===== config.mk =====
export PLATFORM = sky130hd
export DESIGN_NAME = mem_throttle_config_regs
export DESIGN_NICKNAME = d
export VERILOG_FILES = /design/src/logic/mem_throttle_pkg.sv /design/src/logic/activation_limiter.sv /design/src/logic/capped_limit_reg.sv /design/src/logic/mem_throttle_config_regs.sv
export SDC_FILE = /design/constraint.sdc
export NUM_CORES = 1
export LEC_CHECK = 0
export BUFFER_PORTS_ARGS = -buffer_cell sky130_fd_sc_hd__buf_2
export CAP_MARGIN = 20
export CORE_ASPECT_RATIO = 1.1
export CORE_MARGIN = 2
export CORE_UTILIZATION = 35
export CTS_CLUSTER_DIAMETER = 60
export CTS_CLUSTER_SIZE = 25
export DETAILED_ROUTE_END_ITERATION = 10
export PLACE_DENSITY_LB_ADDON = 0.08
export SYNTH_ARGS = -nofsm -noshare
export SYNTH_HDL_FRONTEND = slang
export SYNTH_SLANG_ARGS = --single-unit

===== constraint.sdc =====
create_clock -name clk_i -period 3.4 [get_ports clk_i]
set_clock_uncertainty 0.2 [all_clocks]
set_input_delay 0.17 -clock clk_i [delete_from_list [all_inputs] [get_ports clk_i]]
set_output_delay 0.17 -clock clk_i [all_outputs]
set_load 0.01 [all_outputs]

===== src/logic/mem_throttle_pkg.sv =====
// constants shared by the throttle configuration bank and its helpers
// assumes a single core clock and a synchronous reset
`default_nettype none
package mem_throttle_pkg;
  localparam logic [7:0] low_limit_offset = 8'h64;
  localparam logic [7:0] mid_limit_offset = 8'h65;
  localparam logic [7:0] high_limit_offset = 8'h66;
  localparam logic [7:0] throttle_control_offset = 8'h67;
  localparam logic [7:0] memory_control_offset = 8'h58;
  localparam logic [7:0] clock_ratio_offset = 8'h68;
  localparam logic [7:0] limit_cap = 8'h00_a8;
  localparam logic [7:0] limit_reset = 8'h00_00;
  localparam int activations_per_step = 4;
  localparam int mode_bit = 1;
  localparam int hunt_bit = 0;
  localparam int timeout_msb = 31;
  localparam int timeout_lsb = 28;
  localparam int single_channel_bit = 14;
  localparam int ratio_now_lsb = 4;
  localparam int ratio_next_lsb = 0;
  localparam logic [3:0] timeout_reset = 4'h0;
  localparam logic [1:0] ratio_one_to_one = 2'h0;
  localparam logic [1:0] ratio_reserved = 2'h1;
  localparam logic [1:0] ratio_four_five = 2'h2;
  localparam logic [1:0] ratio_five_four = 2'h3;
  localparam logic [1:0] zone_low = 2'h0;
  localparam logic [1:0] zone_mid = 2'h1;
  localparam logic [1:0] zone_high = 2'h2;
  localparam logic [2:0] timeout_step_shift = 3'h0;
  typedef enum logic [0:0] {step_off, step_hunt} step_type;
endpackage
`default_nettype wire


===== src/logic/activation_limiter.sv =====
// counts activations per window and blocks past four per limit step
// assumes window_start_i and activate_i come from core-clock logic
`timescale 1ns/100ps
`default_nettype none
module activation_limiter
  import mem_throttle_pkg::*;
#(
  parameter int count_width = 10
)
(
  input wire logic clk_i, // core clock
  input wire logic reset_i, // sync reset, high
  input wire logic window_start_i, // new activation window
  input wire logic activate_i, // one activation issued
  input wire logic [7:0] limit_i, // active throttle value
  output logic block_o // stop further activations
);
  logic [count_width-1:0] count;
  logic [count_width-1:0] next_count;

  // refuse a counter too narrow for the full bandwidth figure
  if (count_width < 10)
  begin : width_check
    $error("count_width too small for 672 activations");
  end

  // zero is unlimited, each step is four activations
  function automatic logic [count_width-1:0] allowed(input logic [7:0] v);
    allowed = count_width'({v, 2'b00});
  endfunction

  always_comb
  begin
    next_count = count;
    if (window_start_i)
      next_count = '0;
    else if (activate_i && !block_o)
      next_count = count + count_width'(1);
  end

  always_ff @(posedge clk_i)
  begin
    if (reset_i)
      count <= '0;
    else
      count <= next_count;
  end

  always_ff @(posedge clk_i)
  begin
    if (reset_i)
      block_o <= 1'b0;
    else
      block_o <= (limit_i != 8'h00_00) && (next_count >= allowed(limit_i));
  end

  unlimited_block_a: assert property (@(posedge clk_i) disable iff (reset_i)
    (limit_i == 8'h00_00) |=> !block_o) else $error("block with unlimited value");
  block_count_a: assert property (@(posedge clk_i) disable iff (reset_i)
    block_o |-> (count >= allowed($past(limit_i)))) else $error("early block");
endmodule
`default_nettype wire


===== src/logic/capped_limit_reg.sv =====
// one 8-bit throttle limit register that saturates writes at the cap
// assumes the write strobe is one cycle wide on the core clock
`timescale 1ns/100ps
`default_nettype none
module capped_limit_reg
  import mem_throttle_pkg::*;
(
  input wire logic clk_i, // core clock
  input wire logic reset_i, // sync reset, high
  input wire logic wr_i, // write this register
  input wire logic [7:0] data_i, // written value
  output logic [7:0] value_o // stored limit
);
  always_ff @(posedge clk_i)
  begin
    if (reset_i)
      value_o <= limit_reset;
    else if (wr_i)
      value_o <= (data_i > limit_cap) ? limit_cap : data_i;
  end

  capped_range_a: assert property (@(posedge clk_i) disable iff (reset_i)
    value_o <= limit_cap) else $error("limit above cap");
endmodule
`default_nettype wire


===== src/logic/mem_throttle_config_regs.sv =====
// throttle limits, throttle control, misc memory control and clock ratio bank
// assumes temperature zone, global window and activation inputs are on clk_i
`timescale 1ns/100ps
`default_nettype none
// Behaviour
// mid limit applies in mid temperature range when enabled, or on global throttle.
// limits are 8 bits, four activations per step, zero unlimited, 168 full.
// writes above 168 are stored as 168.
// software keeps mid no larger than low and high no larger than mid.
// with step select set, high limit applies above mid temperature.
// with step select clear, high limit bounds the hunting value.
// above mid with global throttle, the stronger throttle wins.
// high-level throttling only while temperature throttling is enabled.
// control bit 1 picks staircase stepping or slam to high limit.
// with enable clear, only the global throttle changes the value.
// starvation timeout is eight cycles per step plus eight, up to 128.
// single channel bit 14 restricts operation to branch 0 channel 0.
// present ratio reports 00 one to one, 10 four five, 11 five four.
// sticky next ratio moves into present ratio at hard reset.
// low limit applies below low threshold or when both controls are clear.
// activations per window are blocked at four times the active value.
module mem_throttle_config_regs
  import mem_throttle_pkg::*;
(
  input wire logic clk_i, // core clock, 10 MHz
  input wire logic reset_i, // hard reset, sync, high
  input wire logic cold_reset_i, // power-up reset, sync, high
  input wire logic [7:0] addr_i, // register offset
  input wire logic [31:0] wr_data_i, // write data
  input wire logic wr_i, // write strobe
  input wire logic rd_i, // read strobe
  input wire logic [1:0] temp_zone_i, // 0 low, 1 mid, 2 above mid
  input wire logic global_window_throttle_i, // open loop throttle request
  input wire logic window_start_i, // activation window boundary
  input wire logic activate_i, // memory activation issued
  output logic [31:0] rd_data_o, // read data, cycle after rd_i
  output logic [7:0] active_throttle_value_o, // limit in force
  output logic activation_block_o, // activations stopped this window
  output logic [7:0] starvation_delay_o, // scheduler timeout in cycles
  output logic single_channel_select_o, // one channel operation
  output logic [1:0] present_ratio_o // core to memory ratio now
);
  logic [7:0] low_throttle_limit;
  logic [7:0] mid_throttle_limit;
  logic [7:0] high_throttle_limit;
  logic throttle_step_select;
  logic temperature_throttle_enable;
  logic [3:0] starvation_timeout;
  logic [1:0] next_ratio;
  logic [7:0] stair_value;
  logic [7:0] next_active;
  logic [31:0] read_word;
  logic wr_ctrl;
  logic wr_misc;
  logic wr_ratio;
  step_type step_state;

  assign wr_ctrl = wr_i && (addr_i == throttle_control_offset);
  assign wr_misc = wr_i && (addr_i == memory_control_offset);
  assign wr_ratio = wr_i && (addr_i == clock_ratio_offset);

  // lower nonzero value throttles harder; zero means no limit
  function automatic logic [7:0] stronger(input logic [7:0] a, input logic [7:0] b);
    if (a == 8'h00_00)
      stronger = b;
    else if (b == 8'h00_00)
      stronger = a;
    else
      stronger = (a < b) ? a : b;
  endfunction

  function automatic logic [7:0] delay_cycles(input logic [3:0] t);
    logic [4:0] steps;
    steps = {1'b0, t} + 5'h01;
    delay_cycles = {steps, timeout_step_shift};
  endfunction

  capped_limit_reg low_reg (
    .clk_i(clk_i),
    .reset_i(reset_i),
    .wr_i(wr_i && (addr_i == low_limit_offset)),
    .data_i(wr_data_i[7:0]),
    .value_o(low_throttle_limit)
  );

  capped_limit_reg mid_reg (
    .clk_i(clk_i),
    .reset_i(reset_i),
    .wr_i(wr_i && (addr_i == mid_limit_offset)),
    .data_i(wr_data_i[7:0]),
    .value_o(mid_throttle_limit)
  );

  capped_limit_reg high_reg (
    .clk_i(clk_i),
    .reset_i(reset_i),
    .wr_i(wr_i && (addr_i == high_limit_offset)),
    .data_i(wr_data_i[7:0]),
    .value_o(high_throttle_limit)
  );

  always_ff @(posedge clk_i)
  begin
    if (reset_i)
    begin
      throttle_step_select <= 1'b0;
      temperature_throttle_enable <= 1'b0;
    end
    else if (wr_ctrl)
    begin
      throttle_step_select <= wr_data_i[mode_bit];
      temperature_throttle_enable <= wr_data_i[hunt_bit];
    end
  end

  always_ff @(posedge clk_i)
  begin
    if (reset_i)
    begin
      starvation_timeout <= timeout_reset;
      single_channel_select_o <= 1'b0;
    end
    else if (wr_misc)
    begin
      starvation_timeout <= wr_data_i[timeout_msb:timeout_lsb];
      single_channel_select_o <= wr_data_i[single_channel_bit];
    end
  end

  always_ff @(posedge clk_i)
  begin
    if (reset_i)
      starvation_delay_o <= delay_cycles(timeout_reset);
    else
      starvation_delay_o <= delay_cycles(starvation_timeout);
  end

  // next ratio survives hard reset; only a power-up reset clears it
  always_ff @(posedge clk_i)
  begin
    if (cold_reset_i)
      next_ratio <= ratio_one_to_one;
    else if (wr_ratio && (wr_data_i[ratio_next_lsb +: 2] != ratio_reserved))
      next_ratio <= wr_data_i[ratio_next_lsb +: 2];
  end

  always_ff @(posedge clk_i)
  begin
    if (cold_reset_i)
      present_ratio_o <= ratio_one_to_one;
    else if (reset_i)
      present_ratio_o <= next_ratio;
  end

  // staircase hunting: start at mid, step one toward high per window
  always_ff @(posedge clk_i)
  begin
    if (reset_i)
    begin
      step_state <= step_off;
      stair_value <= limit_reset;
    end
    else
    begin
      case (step_state)
        step_off:
        begin
          if (temperature_throttle_enable && !throttle_step_select
              && (temp_zone_i == zone_high))
          begin
            step_state <= step_hunt;
            stair_value <= mid_throttle_limit;
          end
        end
        step_hunt:
        begin
          if (!temperature_throttle_enable || throttle_step_select
              || (temp_zone_i != zone_high))
            step_state <= step_off;
          else if (stair_value == 8'h00_00 && high_throttle_limit != 8'h00_00)
            stair_value <= high_throttle_limit;
          else if (window_start_i && (stair_value > high_throttle_limit))
            stair_value <= stair_value - 8'h01;
          else if (stair_value < high_throttle_limit)
            stair_value <= high_throttle_limit;
        end
        default:
          step_state <= step_off;
      endcase
    end
  end

  always_comb
  begin
    next_active = low_throttle_limit;
    if (!temperature_throttle_enable)
    begin
      if (global_window_throttle_i)
        next_active = mid_throttle_limit;
    end
    else
    begin
      case (temp_zone_i)
        zone_low:
          if (global_window_throttle_i)
            next_active = mid_throttle_limit;
        zone_mid:
          next_active = mid_throttle_limit;
        zone_high:
        begin
          if (throttle_step_select)
            next_active = high_throttle_limit;
          else if (step_state == step_hunt)
            next_active = stair_value;
          else
            next_active = mid_throttle_limit;
          if (global_window_throttle_i)
            next_active = stronger(next_active, mid_throttle_limit);
        end
        default:
          next_active = mid_throttle_limit;
      endcase
    end
  end

  always_ff @(posedge clk_i)
  begin
    if (reset_i)
      active_throttle_value_o <= limit_reset;
    else
      active_throttle_value_o <= next_active;
  end

  activation_limiter #(
    .count_width(10)
  ) limiter (
    .clk_i(clk_i),
    .reset_i(reset_i),
    .window_start_i(window_start_i),
    .activate_i(activate_i),
    .limit_i(active_throttle_value_o),
    .block_o(activation_block_o)
  );

  always_comb
  begin
    read_word = 32'h0000_0000;
    case (addr_i)
      low_limit_offset:
        read_word[7:0] = low_throttle_limit;
      mid_limit_offset:
        read_word[7:0] = mid_throttle_limit;
      high_limit_offset:
        read_word[7:0] = high_throttle_limit;
      throttle_control_offset:
      begin
        read_word[mode_bit] = throttle_step_select;
        read_word[hunt_bit] = temperature_throttle_enable;
      end
      memory_control_offset:
      begin
        read_word[timeout_msb:timeout_lsb] = starvation_timeout;
        read_word[single_channel_bit] = single_channel_select_o;
      end
      clock_ratio_offset:
      begin
        read_word[ratio_now_lsb +: 2] = present_ratio_o;
        read_word[ratio_next_lsb +: 2] = next_ratio;
      end
      default:
        read_word = 32'h0000_0000;
    endcase
  end

  // data stand only in the cycle after the strobe
  always_ff @(posedge clk_i)
  begin
    if (reset_i)
      rd_data_o <= 32'h0000_0000;
    else if (rd_i)
      rd_data_o <= read_word;
    else
      rd_data_o <= 32'h0000_0000;
  end

  mid_cap_a: assert property (@(posedge clk_i) disable iff (reset_i)
    (wr_i && addr_i == mid_limit_offset && wr_data_i[7:0] > limit_cap)
    |=> (mid_throttle_limit == limit_cap))
    else $error("mid limit not capped");

  low_default_a: assert property (@(posedge clk_i) disable iff (reset_i)
    (!temperature_throttle_enable && !global_window_throttle_i)
    |=> (active_throttle_value_o == $past(low_throttle_limit)))
    else $error("low limit not applied");

  global_mid_a: assert property (@(posedge clk_i) disable iff (reset_i)
    (!temperature_throttle_enable && global_window_throttle_i)
    |=> (active_throttle_value_o == $past(mid_throttle_limit)))
    else $error("global throttle not mid");

  no_temp_a: assert property (@(posedge clk_i) disable iff (reset_i)
    (!temperature_throttle_enable && temp_zone_i == zone_high
     && !global_window_throttle_i)
    |=> (active_throttle_value_o == $past(low_throttle_limit)))
    else $error("temperature acted while disabled");

  slam_high_a: assert property (@(posedge clk_i) disable iff (reset_i)
    (temperature_throttle_enable && throttle_step_select
     && temp_zone_i == zone_high && !global_window_throttle_i)
    |=> (active_throttle_value_o == $past(high_throttle_limit)))
    else $error("high limit not slammed");

  stronger_wins_a: assert property (@(posedge clk_i) disable iff (reset_i)
    (temperature_throttle_enable && throttle_step_select
     && temp_zone_i == zone_high && global_window_throttle_i)
    |=> (active_throttle_value_o
         == stronger($past(high_throttle_limit), $past(mid_throttle_limit))))
    else $error("weaker throttle applied");

  stair_bound_a: assert property (@(posedge clk_i) disable iff (reset_i)
    (step_state == step_hunt && high_throttle_limit != 8'h00_00)
    ##1 (step_state == step_hunt && $stable(high_throttle_limit))
    |-> (stair_value >= high_throttle_limit))
    else $error("hunt passed high ceiling");

  timeout_range_a: assert property (@(posedge clk_i) disable iff (reset_i)
    wr_misc ##2 !$past(wr_misc)
    |-> (starvation_delay_o
         == ({4'h0, $past(wr_data_i[timeout_msb:timeout_lsb], 2)} + 8'h01) * 8'h08))
    else $error("timeout delay wrong");

  single_chan_a: assert property (@(posedge clk_i) disable iff (reset_i)
    wr_misc |=> (single_channel_select_o == $past(wr_data_i[single_channel_bit])))
    else $error("single channel bit lost");

  ratio_load_a: assert property (@(posedge clk_i) disable iff (cold_reset_i)
    (reset_i && !$past(wr_ratio)) ##1 reset_i
    |-> (present_ratio_o == $past(next_ratio)))
    else $error("ratio not loaded at reset");
endmodule
`default_nettype wire


# Yosys cells after proc, flatten, opt, wreduce, memory -nomap -nowiden
# Cells that the tools add are included.
# Widths: inputs -> output; s select.
dict set report op_classes {
  n_addsub 3
  multipliers 0
  div_mod_pow 0
  magnitude_cmp 5
  eq_ne 12
  n_shift 0
  n_mux 27
  bitwise 3
  reduce_logical 27
}
# operator n
set ops {}
lappend ops {{$mux 8} 16}
lappend ops {{$eq 8x7->1 const B} 6}
lappend ops {{$pmux 8 s2} 2}
lappend ops {{$logic_not 8->1} 3}
lappend ops {{$mux 10} 2}
lappend ops {{$lt 8x8->1} 2}
lappend ops {{$reduce_bool 8->1} 2}
lappend ops {{$logic_and 1x1->1} 13}
lappend ops {{$pmux 2 s3} 2}
lappend ops {{$add 10x1->10 const B} 1}
lappend ops {{$ge 10x10->1} 1}
lappend ops {{$pmux 2 s5} 1}
lappend ops {{$gt 8x8->1} 1}
lappend ops {{$gt 8x8->1 const B} 1}
lappend ops {{$pmux 2 s4} 1}
lappend ops {{$sub 8x1->8 const B} 1}
lappend ops {{$ne 2x2->1 const B} 3}
lappend ops {{$add 4x1->5 const B} 1}
lappend ops {{$ne 4x1->1 const B} 1}
lappend ops {{$logic_not 1->1} 3}
lappend ops {{$not 1->1} 3}
lappend ops {{$reduce_and 3->1} 1}
lappend ops {{$reduce_or 3->1} 1}
lappend ops {{$eq 2x2->1 const B} 1}
lappend ops {{6 further kinds} 8}
dict set report totals {
  reg_bits 103
  latchBits 0
  ramBits 0
  rom_bits 0
  inputBits 50
  elab_cells 96
  memories 0
}

# Longest topological paths before layout
dict set report logic_depth {
  ltp_word 11
  mapped_depth 12
}

# Cells and area by module
# A second synthesis with hierarchy kept.
dict set report hier_totals {
  cells_unflattened 631
  hier_area_um2 5213.8
}
# module n_inst cells_each area_each_um2 seq_area_each_um2
set modules_own_cells {}
lappend modules_own_cells {mem_throttle_config_regs 1 423 3389.5 920.9}
lappend modules_own_cells {capped_limit_reg 3 37 347.8 160.2}
lappend modules_own_cells {activation_limiter 1 97 780.7 220.2}

# Worst setup path before layout
# Ideal clock, no wire load.
dict set report synth_timing {
  kind {reg2reg}
  startpoint {reg step_state}
  endpoint {reg active_throttle_value_o[0]}
  setup_time_ns 0.074
  arrival_time_ns 2.320
  required_ns 3.126
  slack_ns 0.806
  path_stages_with_launch 11
  path_cell_list {dfxtp_1 > buf_2 > nand2_1 > a31oi_1 > ha_1 > a21o_1 > a21oi_1 > nand4_1 > a311oi_1 > o21ai_0 > a31oi_1}
}
dict set report synth_via {
  elab_chain_cells 11
}
# item line_no
set synth_lines {}
lappend synth_lines {{start: declaration} mem_throttle_config_regs.sv:56} ;# step_type step_state;
lappend synth_lines {{start signal: assignment} mem_throttle_config_regs.sv:160} ;# step_state <= step_off;
lappend synth_lines {{start signal: assignment} mem_throttle_config_regs.sv:171} ;# step_state <= step_hunt;
lappend synth_lines {{start signal: assignment} mem_throttle_config_regs.sv:179} ;# step_state <= step_off;
lappend synth_lines {{$mux 8 *} mem_throttle_config_regs.sv:213} ;# else if (step_state == step_hunt)
lappend synth_lines {{$mux 8 *} mem_throttle_config_regs.sv:211} ;# if (throttle_step_select)
lappend synth_lines {{$mux 8 *} mem_throttle_config_regs.sv:203} ;# case (temp_zone_i)
lappend synth_lines {{$mux 8 *} mem_throttle_config_regs.sv:196} ;# if (!temperature_throttle_enable)
lappend synth_lines {{$lt 8x8->1} mem_throttle_config_regs.sv:69} ;# stronger = (a < b) ? a : b;
lappend synth_lines {{$mux 8} mem_throttle_config_regs.sv:69}
lappend synth_lines {{$mux 8} mem_throttle_config_regs.sv:66} ;# else if (b == 8'h00_00)
lappend synth_lines {{$mux 8} mem_throttle_config_regs.sv:64} ;# if (a == 8'h00_00)
lappend synth_lines {{$mux 8 *} mem_throttle_config_regs.sv:217} ;# if (global_window_throttle_i)
lappend synth_lines {{$pmux 8 s2 *} mem_throttle_config_regs.sv:203}
lappend synth_lines {{$mux 8 *} mem_throttle_config_regs.sv:196}
lappend synth_lines {{end signal: assignment} mem_throttle_config_regs.sv:229} ;# active_throttle_value_o <= limit_reset;
lappend synth_lines {{end signal: assignment} mem_throttle_config_regs.sv:231} ;# active_throttle_value_o <= next_active;
lappend synth_lines {{end: declaration} mem_throttle_config_regs.sv:37} ;# output logic [7:0] active_throttle_value_o,
# Every way passes the cells marked *; elsewhere a longest branch is shown, timed or not. The select of a mux whose other input is x is not followed.
# A chain may end at the register's enable or synchronous reset.

# Final worst setup path
dict set report layout_timing {
  startpoint {reg step_state}
  endpoint {reg active_throttle_value_o[6]}
}
# The elaborated chain is that of the path after synthesis.

==> run_results.csv <==
group,metric,value,unit
route,drt_iter0_markers,306,
floorplanning,fp.dieH,129,um
sta,fmax,306,MHz
clock_tree,hold_buffers,10,
grt,grt_overflow,0,
clock_tree,cts-buffers-inserted,9,
floorplanning,initial_core_util,35.8,%
min_path,worstHoldEndpoint,"rd_data_o[31]",
synthesis,syn_avg_cell_area,8.04,um2
grt,grt_max_degree,56,
setup_path,startpoint_type,"flop",
synthesis,ys_types,66,
floorplanning,rows,45,
clock_tree,htree_levels,3,
route,dr.pass1.iters,5,
setup_path,critPathKind,"reg -> reg",
setup_path,end_kind,"flop",
setup_path,worstPathArrival,3.26,ns
clock_tree,root_buffer,"clkbuf_16",
min_path,min_from,"addr_i[5]",
grt,top_usage_layer,"met2",
setup_path,crit_chain,"buf_4, or2b_2, a31oi_1, ha_1, and3_1, and4b_1, nor3_1, o22ai_1, nor3_1, o32ai_1",
clock_tree,ctsResizeCount,0,
synthesis,yosysSeqAreaShare,32.7,%
route,viasPerCell,5.26,
grt,gr-usage-all-layers,19.2,%
sta,rsz0062_at_grt,"false",
placed_design,gp_congestion,0.893,
final_layout,final_core_util,41.6,%
synthesis,synth_cells,617,
sta,setup_tns,0,ns
route,avgRoutedWirePerCell,16.4,um
setup_path,reg2reg_from,"step_state",
pwr,pwr-share-comb,6.9,%
pwr,p_int,1.59,mW
grt,grt_pass1_wl,23100,um
final_layout,multi_input_area,2990,um2
setup_path,cp_max_fo,13,
grt,grt_pass1_vias,4296,
sta,report.final.slew_viol_count,0,
pwr,p_clk_share,46.6,%
sta,max-slew-margin-rel,43.9,%
final_layout,drive_gt1_share,16.4,%
grt,grt_use_met3,2.75,%
sta,finalCritPeriodShare,96.1,%
final_layout,fillers,1463,
pwr,ir_drop,0.191,mV
setup_path,r2r_cells,10,
final_layout,final_nets,761,
final_layout,fin_area,5760,um2
floorplanning,die_w,118,um
status,status,"complete, no violations",
job,drv_cap,0,
synthesis,synthTopCellsByArea,"dfxtp_1, ha_1, a21oi_1",
setup_path,rrSetupSlack,0.13,ns
grt,met2_usage,33.3,%
synthesis,synth_area_leader_cell,"dfxtp_1",
setup_path,critPathMaxStageDelay,0.43,ns
pwr,p_switching,0.473,mW
pwr,swShare,22.9,%
placed_design,post-dp-hpwl,10800,um
pwr,p_leak,2.33,nW
route,route.final.wire_length,14300,um
synthesis,synth_top_area_share,32.7,%
synthesis,synth_edf_count,0,
route,drtAntennaViolNets,0,
route,vias,4609,
setup_path,slowest_stage,"dfxtp_1",
sta,whs,0.0155,ns
sta,finalHoldViolations,0,
clock_tree,cts.sinks,81,
synthesis,yosysWarnings,0,
synthesis,synth.most_common_cell,"dfxtp_1",
setup_path,worst_ep_required_time,3.39,ns
synthesis,yosys_most_used_dff,"dfxtp_1",
final_layout,syn_to_final_growth,16.1,%
grt,antenna_found_initial,0,
clock_tree,cts_buffer_depth,2,
floorplanning,core_area,13900,um2
sta,fin_crit,3.27,ns
clock_tree,clock_latency,0.34,ns
setup_path,worst_path_most_repeated_cell,"nor3_1",
setup_path,reg2reg_to,"active_throttle_value_o[6]",
final_layout,antenna_cells,0,
synthesis,synth_common_cells,"dfxtp_1, nand2_1, a21oi_1",
route,drc,0,
synthesis,synth-async-reset-ratio,0,%
clock_tree,clkSlewWorstSetupHoldPaths,0.06,ns
min_path,hp-class,"in -> reg",
placed_design,placement.cell_area,5370,um2
min_path,hold_depth,3,
pwr,share_seq_of_total_power,46.5,%
grt,grtUsageMet1,23.7,%
placed_design,portBuffers,60,
floorplanning,io_pins,102,
sta,setup_viol_count_final,0,
clock_tree,cts_tree,"done",
floorplanning,fp.dieArea,15100,um2
sta,worst_slew_pin_slew,0.839,ns
pwr,p_per_area,358,nW/um2
clock_tree,post_cts_buffers,0,
synthesis,ys_ff_latch,81,
synthesis,synth_area,4960,um2
final_layout,regArea,1620,um2
==> sequential cells by signal, indices dropped and copies added, names as in the netlist <==
name and cells:
active_throttle_value_o 8, high_reg.value_o 8, limiter.block_o 1, limiter.count 10, low_reg.value_o 8, mid_reg.value_o 8, next_ratio 2, present_ratio_o 2
rd_data_o 13, single_channel_select_o 1, stair_value 8, starvation_delay_o 5, starvation_timeout 4, step_state 1, temperature_throttle_enable 1, throttle_step_select 1
==> power groups by stage <==
stage	sequential [mW]	combinational [mW]	clock, mW
finish	0.959	0.143	0.963
global route	0.959	0.159	1.02
CTS	0.959	0.143	0.992
detailed placement	0.980	0.134	0
global placement	0.980	0.134	0
floorplan	0.981	0.104	0
==> cells in the final DEF, fill, tap and decap left out, types with 9 or more instances in the layout <==
master / instances
and2_1: 10
nor2_1: 54
o21ai_0: 26
buf_4: 16
clkbuf_16: 9
a21oi_1: 59
mux2i_1: 20
nand3_1: 25
ha_1: 27
a31oi_1: 21
nand2b_1: 11
buf_2: 60
dlygate4sd3_1: 10
nor2b_1: 13
dfxtp_1: 81
nor3_1: 15
inv_1: 28
conb_1: 22
xor2_1: 10
nand2_1: 65
==> how the worst max path moves through the flow <==
stage,cells past startpoint,slack (ns),endpoint,start
2_1_floorplan,10,0.81,active_throttle_value_o[0],step_state
3_3_place_gp,10,0.32,active_throttle_value_o[6],step_state
4_1_cts,10,0.23,active_throttle_value_o[6],step_state
6_report,10,0.13,active_throttle_value_o[6],step_state
5_1_grt,10,0.04,active_throttle_value_o[6],step_state
3_5_place_dp,10,0.25,active_throttle_value_o[6],step_state
==> kinds of logic after synthesis <==
group	after synthesis	synth area share [%]
AOI/OAI and AO/OA	148	19.1
xor gates and xnor gates	16	2.82
adders and majority gates	27	6.81
buffers and inverters	79	8.65
DFF	81	32.7
muxes	24	4.94
other	1	0.0756
and+or+nand+nor	241	25.0
==> metrics by stage <==
| stage | setup WS (ns) | instances | power [mW] |
|---|---|---|---|
| floorplan | 0.806 | 638 | 1.09 |
| CTS | 0.232 | 877 | 2.09 |
| detailed placement | 0.252 | 851 | 1.11 |
| global placement | 0.323 | 851 | 1.11 |
| global route | 0.0385 | 877 | 2.14 |
| finish | 0.132 | 877 | 2.07 |
==> routing by layer <==
metal / wire, um / part of all wire, % / vias to the layer above
met2: 6960 / 48 / 147
li1: - / - / 2294
met1: 6390 / 45 / 2139
met3: 559 / 3.9 / 29
met4: 436 / 3.0 / 0
met5: 0 / 0 / -
==> cell type report <==
cell class	instances	area share [%]
inverters	28	1.82
well taps	188	4.08
clock buffers	13	4.34
repair buffers	86	9.03
clock inverters	3	0.695
flip-flops and latches	81	28.1
multi-input cells	478	51.9
==> critical path: cells and delay by family, from the launching register on <==
kind                       cells  cell delay [ns]
and+or+nand+nor                5             1.22
buffers and inverters          1             0.22
adders and majority gates      1             0.32
DFF                            1             0.43
AOI/OAI and AO/OA              3             0.73
(Power assumes the default switching activity.)
